==> src/rtl/cfpm_pkg.sv <==
// Package with constants and types for the frequency pulse mapper.
package cfpm_pkg;

    // Width of the signed impulse area.
    localparam int AREA_W = 3;
    // Impulse areas for each bit pair.
    localparam logic signed [2:0] AREA_P3 = 3'sd3;
    localparam logic signed [2:0] AREA_P1 = 3'sd1;
    localparam logic signed [2:0] AREA_M1 = -3'sd1;
    localparam logic signed [2:0] AREA_M3 = -3'sd3;
    // Modulation index numerators over a denominator of sixteen.
    localparam logic [3:0] MOD_INDEX_LOW  = 4'h4;
    localparam logic [3:0] MOD_INDEX_HIGH = 4'h5;
    // Bits per symbol and pulse length in symbols.
    localparam int BITS_PER_SYM  = 2;
    localparam int PULSE_SYMBOLS = 3;
    // Default samples per symbol and table resolution.
    localparam int SPS_DEF    = 8;
    localparam int TAB_W_DEF  = 12;
    // Supported source bit rates in bits per second.
    localparam longint BIT_RATE_MIN = 64'd5000000;
    localparam longint BIT_RATE_MAX = 64'd20000000;
    // Reset values.
    localparam logic RST_PHASE = 1'b0;

    // Phase of the bit pairing.
    typedef enum logic [0:0]
    {
        PAIR_FIRST  = 1'b0,
        PAIR_SECOND = 1'b1
    } cfpm_pair_e;

    // One symbol's weighted impulse as it enters the shaping history.
    typedef struct packed
    {
        logic signed [2:0] area;
        logic              high_index;
    } cfpm_imp_s;

endpackage

==> src/rtl/cfpm_pulse_rom.sv <==
// Pulse shape table with a registered read port.
`timescale 1ns/1ps
`default_nettype none
module cfpm_pulse_rom
    import cfpm_pkg::*;
#(
    parameter int DEPTH = PULSE_SYMBOLS * SPS_DEF,
    parameter int DW    = TAB_W_DEF,
    parameter int AW    = $clog2(DEPTH)
)
(
    input  wire logic          clk_i,
    input  wire logic [AW-1:0] addr_i,
    output var  logic [DW-1:0] data_o
);

    // Table of 1 - cos(2 pi t / 3T), scaled so its peak is 2**DW - 1.
    logic [DW-1:0] table_mem [DEPTH];

    // Fill the table at elaboration from the raised-cosine formula.
    initial
    begin
        for (int k = 0; k < DEPTH; k++)
        begin
            table_mem[k] = DW'($rtoi(((2.0 ** DW) - 1.0) * 0.5 *
                (1.0 - $cos(2.0 * 3.14159265358979 * (k + 0.5) / DEPTH))));
        end
    end

    // Read data leaves through a register.
    always_ff @(posedge clk_i)
    begin
        data_o <= table_mem[addr_i];
    end

endmodule
`default_nettype wire

==> src/rtl/cfpm_mapper.sv <==
// Bit pair to shaped instantaneous frequency mapper.
`timescale 1ns/1ps
`default_nettype none
module cfpm_mapper
    import cfpm_pkg::*;
#(
    parameter int     SPS      = SPS_DEF,
    parameter int     TAB_W    = TAB_W_DEF,
    parameter longint BIT_RATE = BIT_RATE_MIN,
    parameter int     OUT_W    = TAB_W + 8
)
(
    input  wire logic             CORE_CLK_I,
    input  wire logic             RST_N_I,
    input  wire logic             BIT_VALID_I,
    input  wire logic             SOURCE_BIT_I,
    input  wire logic             SAMPLE_TICK_I,
    output var  logic             SYMBOL_STROBE_O,
    output var  logic signed [2:0] IMPULSE_AREA_O,
    output var  logic             HIGH_INDEX_O,
    output var  logic signed [OUT_W-1:0] FREQ_O,
    output var  logic             FREQ_VALID_O
);

    localparam int DEPTH = PULSE_SYMBOLS * SPS;
    localparam int AW    = $clog2(DEPTH);
    localparam int PW    = $clog2(SPS);

    // Refuse settings the logic cannot serve.
    initial
    begin
        if (SPS < 2 || (SPS & (SPS - 1)) != 0)
            $error("SPS must be a power of two of at least two.");
        if (BIT_RATE < BIT_RATE_MIN || BIT_RATE > BIT_RATE_MAX)
            $error("Bit rate outside the supported range.");
        if (OUT_W < TAB_W + 6)
            $error("Output too narrow for summed pulses.");
    end

    // Map a bit pair, earlier bit first, to its signed impulse area.
    function automatic logic signed [2:0] pair_area(input logic first_b, input logic second_b);
        logic signed [2:0] a;
        a = AREA_M3;
        unique case ({first_b, second_b})
            2'b11: a = AREA_P3;
            2'b10: a = AREA_P1;
            2'b01: a = AREA_M1;
            2'b00: a = AREA_M3;
        endcase
        return a;
    endfunction

    // Pairing phase and the held earlier bit.
    cfpm_pair_e pair_reg;
    logic       first_bit_reg;
    // History of the three most recent impulses, newest first.
    cfpm_imp_s  hist_reg [PULSE_SYMBOLS];
    // Index parity of the next symbol.
    logic       next_high_reg;
    // Sample position inside the current symbol.
    logic [PW-1:0] pos_reg;
    // Sequencer across the three overlapping pulses.
    logic [1:0] tap_reg;
    logic       busy_reg;
    // Accumulator of the running sum.
    logic signed [OUT_W-1:0] acc_reg;
    logic       tap_d_reg;
    logic [1:0] tap_idx_d_reg;
    logic       last_d_reg;

    // Bits are 0 or 1, taken one per half symbol; pairs complete on the second.
    always_ff @(posedge CORE_CLK_I)
    begin
        if (!RST_N_I)
        begin
            pair_reg      <= PAIR_FIRST;
            first_bit_reg <= RST_PHASE;
        end
        else if (BIT_VALID_I)
        begin
            if (pair_reg == PAIR_FIRST)
            begin
                first_bit_reg <= SOURCE_BIT_I;
                pair_reg      <= PAIR_SECOND;
            end
            else
            begin
                pair_reg <= PAIR_FIRST;
            end
        end
    end

    // A symbol completes on the second bit of a pair.
    logic sym_done;
    assign sym_done = BIT_VALID_I && (pair_reg == PAIR_SECOND);

    // Shift a new impulse into history once per symbol, alternating index.
    always_ff @(posedge CORE_CLK_I)
    begin
        if (!RST_N_I)
        begin
            for (int k = 0; k < PULSE_SYMBOLS; k++)
                hist_reg[k] <= '0;
            next_high_reg   <= RST_PHASE;
            SYMBOL_STROBE_O <= 1'b0;
            IMPULSE_AREA_O  <= '0;
            HIGH_INDEX_O    <= 1'b0;
        end
        else
        begin
            SYMBOL_STROBE_O <= sym_done;
            if (sym_done)
            begin
                hist_reg[0].area       <= pair_area(first_bit_reg, SOURCE_BIT_I);
                hist_reg[0].high_index <= next_high_reg;
                for (int k = 1; k < PULSE_SYMBOLS; k++)
                    hist_reg[k] <= hist_reg[k-1];
                next_high_reg  <= ~next_high_reg;
                IMPULSE_AREA_O <= pair_area(first_bit_reg, SOURCE_BIT_I);
                HIGH_INDEX_O   <= next_high_reg;
            end
        end
    end

    // Sample position restarts at each symbol and advances on ticks taken while idle, holding at SPS-1.
    always_ff @(posedge CORE_CLK_I)
    begin
        if (!RST_N_I)
            pos_reg <= '0;
        else if (sym_done)
            pos_reg <= '0;
        else if (SAMPLE_TICK_I && busy_reg == 1'b0 && pos_reg != PW'(SPS - 1))
            pos_reg <= pos_reg + PW'(1);
    end

    // Each sample walks the three taps; tap k reads pulse offset k*SPS+pos.
    logic start;
    assign start = SAMPLE_TICK_I && !busy_reg;
    always_ff @(posedge CORE_CLK_I)
    begin
        if (!RST_N_I)
        begin
            busy_reg <= 1'b0;
            tap_reg  <= '0;
        end
        else if (start)
        begin
            busy_reg <= 1'b1;
            tap_reg  <= '0;
        end
        else if (busy_reg)
        begin
            if (tap_reg == 2'(PULSE_SYMBOLS - 1))
                busy_reg <= 1'b0;
            else
                tap_reg <= tap_reg + 2'd1;
        end
    end

    // Pulse table address for the current tap.
    logic [AW-1:0] rom_addr;
    logic [TAB_W-1:0] rom_data;
    assign rom_addr = AW'(tap_reg) * AW'(SPS) + AW'(pos_reg);

    cfpm_pulse_rom #(
        .DEPTH (DEPTH),
        .DW    (TAB_W),
        .AW    (AW)
    ) u_rom (
        .clk_i  (CORE_CLK_I),
        .addr_i (rom_addr),
        .data_o (rom_data)
    );

    // Align tap bookkeeping with the registered table output.
    always_ff @(posedge CORE_CLK_I)
    begin
        if (!RST_N_I)
        begin
            tap_d_reg     <= 1'b0;
            tap_idx_d_reg <= '0;
            last_d_reg    <= 1'b0;
        end
        else
        begin
            tap_d_reg     <= busy_reg;
            tap_idx_d_reg <= tap_reg;
            last_d_reg    <= busy_reg && tap_reg == 2'(PULSE_SYMBOLS - 1);
        end
    end

    // Weight: area times index numerator; pi/(16*6T) is a fixed output scale.
    logic signed [7:0] weight;
    logic signed [OUT_W-1:0] term;
    cfpm_imp_s cur;
    always_comb
    begin
        cur    = hist_reg[tap_idx_d_reg];
        weight = 8'(cur.area) * 8'(signed'({1'b0, cur.high_index ? MOD_INDEX_HIGH
                                                                 : MOD_INDEX_LOW}));
        term   = OUT_W'(weight) * signed'(OUT_W'({1'b0, rom_data}));
    end

    // Sum the taps; positive areas give positive words, i.e. higher frequency.
    always_ff @(posedge CORE_CLK_I)
    begin
        if (!RST_N_I)
        begin
            acc_reg      <= '0;
            FREQ_O       <= '0;
            FREQ_VALID_O <= 1'b0;
        end
        else
        begin
            FREQ_VALID_O <= last_d_reg;
            if (tap_d_reg)
            begin
                if (tap_idx_d_reg == 2'd0)
                    acc_reg <= term;
                else
                    acc_reg <= acc_reg + term;
            end
            if (last_d_reg)
                FREQ_O <= acc_reg + term;
        end
    end

endmodule
`default_nettype wire

==> config.mk <==
export PLATFORM = sky130hd
export DESIGN_NAME = cfpm_mapper
export DESIGN_NICKNAME = d
export VERILOG_FILES = /design/src/rtl/cfpm_pkg.sv /design/src/rtl/cfpm_pulse_rom.sv /design/src/rtl/cfpm_mapper.sv
export SDC_FILE = /design/constraint.sdc
export NUM_CORES = 1
export LEC_CHECK = 0
export BUFFER_PORTS_ARGS = -buffer_cell sky130_fd_sc_hd__buf_2
export CORE_AREA = 5 5 130 132
export DETAILED_ROUTE_END_ITERATION = 10
export DIE_AREA = 0 0 135 137
export PLACE_DENSITY = 0.67
export REMOVE_ABC_BUFFERS = 1
export SETUP_SLACK_MARGIN = 0.02
export SLEW_MARGIN = 20
export SYNTH_ARGS = -nofsm -noshare
export SYNTH_HDL_FRONTEND = slang
export SYNTH_HIERARCHICAL = 1
export SYNTH_SLANG_ARGS = --single-unit
export TNS_END_PERCENT = 5
==> constraint.sdc <==
create_clock -name CORE_CLK_I -period 11.5 [get_ports CORE_CLK_I]
set_input_delay 0.575 -clock CORE_CLK_I [delete_from_list [all_inputs] [get_ports CORE_CLK_I]]
set_output_delay 0.575 -clock CORE_CLK_I [all_outputs]
set_load 0.1 [all_outputs]
==> impl_metrics.ini <==
[run_status]
run_status = completed

[synth]
synth-seq-cells = 82
ys_types = 72
ys.flop_type = dfxtp_1
synth_edf_count = 12
synth-async-reset-ratio_pct = 0
syn_inst = 871
syn_area_mm2 = 0.00765
yosysWarnings = 6
seq_area_frac_synth_pct = 23.0
syn_area_per_cell_um2 = 8.78

[clocking]
root_buffer = clkbuf_16
cts_resized = 0
clock_latency_ps = 350
cts-hold-fix-buffers = 0
clkTransAtPathRegs_ps = 60
clock_path_buffers = 2
numCtsBuffers = 9
cts.sink_count = 82
cts_tree = done
htreeDepth = 3
postCtsSetupRepairBufs = 0

[setup_path]
arrival_ps = 9480
cp_slowest_cell = xnor2_1
crit_type = flop to flop
critPathTopFamily = adder cells
slowest_delay_ps = 740
worst_setup_path_end_kind = flop
crit_fanout = 12
critPathLaunchType = flop
crit_buf_inv = 3
crit_top_cell = fa_1
worstPathRequired_ps = 11730

[routing]
final_antenna_net_count = 0
finalWirelength_um = 15300
dr.pass1.iters = 4
drc = 0
vias = 5817
dr.first_iter.drc_count = 225
viasPerCell = 5.26
wl_per_cell_um = 13.9

[worst_hold_path]
hp-class = flop to flop

[job]
maxCapViolations = 0

[timing]
skew_ps = 7.84
max_freq_mhz = 108
worst_pin_slew_ps = 1020
period_needed_ps = 9250
setup_violations = 0
relSlewSlack_pct = 32.1
fin_ws_ps = 2250
rsz0062_at_grt = no
fin_setup_tns_ps = 0
slew_violations = 0
hold_violations = 0
period_share_pct = 80.5

[placed_design]
place_inst = 1090
place_congestion = 0.873
dpl_worst_slack_ps = 2320
port_buffers = 30
place_hpwl_um = 11600

[grt]
track_usage_pct = 17.6
grt_pass1_vias = 5555
antenna_found_initial = 0
grt_pass1_wl_um = 26500
overflow = 0
grt_max_degree = 37

[power_and_ir_drop]
peakVddDrop_mv = 0.100
powerDensity_mw_per_mm2 = 172
leakagePower_nw = 3.86

[floorplanning]
pin_count = 31
die_width_um = 135
core_mm2 = 0.0156
rows = 46
start_util_pct = 49.0
die_y_um = 137
dieArea_mm2 = 0.0185

[finish]
instances_no_fill = 1106
regArea_mm2 = 0.00176
final_util_pct = 52.9
drive_gt1_share_pct = 7.75
num_antenna_cells = 0
fill_cells = 1463
final_common_cell = inv_1
syn2layout_area_growth_pct = 7.92
layout.nets = 1035
final_cell_mix = inv_1, ha_1, nor2_1, nand2_1, dfxtp_1
multi_input_area_mm2 = 0.00537
cell type report:
type	count	area share [%]
multi-input combinational	657	65.1
clock inverter	4	0.606
tap	216	3.27
inverter	102	4.64
sequential	82	21.3
clock buffer	12	2.99
timing repair buffer	33	2.09
power by group:
group	internal (W)	total, W	switching (W)
clock	0.000174	0.000294	0.000119
combinational	0.000325	0.000795	0.000470
sequential	0.000309	0.000330	0.0000210
cells by family after synthesis:
| kind of cell | after synthesis | synth area share [%] |
|---|---|---|
| buf+inv | 132 | 6.76 |
| simple gates | 277 | 17.3 |
| mux | 31 | 4.25 |
| flops | 82 | 23.0 |
| xor+xnor | 33 | 3.96 |
| compound gates | 171 | 15.8 |
| fa+ha+maj | 145 | 28.9 |
metrics by stage:
step / hold slack [ps] / total power (W) / instance area (um2)
2_1_floorplan: 460 / 0.000978 / 7510
3_3_place_gp: 436 / 0.00113 / 7960
3_5_place_dp: 444 / 0.00113 / 7960
4_1_cts: 460 / 0.00144 / 8250
5_1_grt: 485 / 0.00156 / 8250
6_report: 457 / 0.00142 / 8250
path summary, 6_finish.rpt:
check,startpoint,to,slack (ps),cells after the start
worst max-delay path,tap_idx_d_reg[0]$_SDFF_PN0_,FREQ_O[19]$_SDFFE_PN0P_,2250,33
worst min-delay path,IMPULSE_AREA_O[1]$_SDFFE_PN0P_,IMPULSE_AREA_O[1]$_SDFFE_PN0P_,460,1
worst max register to register,tap_idx_d_reg[0]$_SDFF_PN0_,FREQ_O[19]$_SDFFE_PN0P_,2250,33
worst min register to register,IMPULSE_AREA_O[1]$_SDFFE_PN0P_,IMPULSE_AREA_O[1]$_SDFFE_PN0P_,460,1
per-layer routing:
layer,part of all wire (%),GRT usage (%),up-vias
met5,0,0,-
met4,1.8,6.44,0
met3,3.7,2.83,20
met2,46,28.3,72
met1,48,24.0,2768
li1,-,-,2957
cells in the mapped netlist (all sizes together) (3+ instances only):
cell / instances / area [um2]
o21ai: 36 / 184
a21o: 24 / 180
xor2: 6 / 52.6
nand2: 71 / 267
nand3: 11 / 55.1
edfxtp: 12 / 360
nor3: 13 / 65.1
a221oi: 3 / 38.8
ha: 92 / 1150
a211oi: 8 / 65.1
dfxtp: 70 / 1400
fa: 53 / 1060
clkbuf: 21 / 78.8
a2111oi: 3 / 32.5
mux2i: 28 / 280
buf: 9 / 55.1
o21a: 5 / 37.5
or2: 5 / 31.3
o211ai: 6 / 45.0
a31oi: 6 / 37.5
and2: 69 / 432
nand2b: 3 / 18.8
inv: 102 / 383
nor2b: 11 / 68.8
nor2: 86 / 333
xnor2: 26 / 228
a21oi: 43 / 219
a311oi: 9 / 103
o21bai: 4 / 30.0
Note: power is estimated with default switching activity, not from simulation.
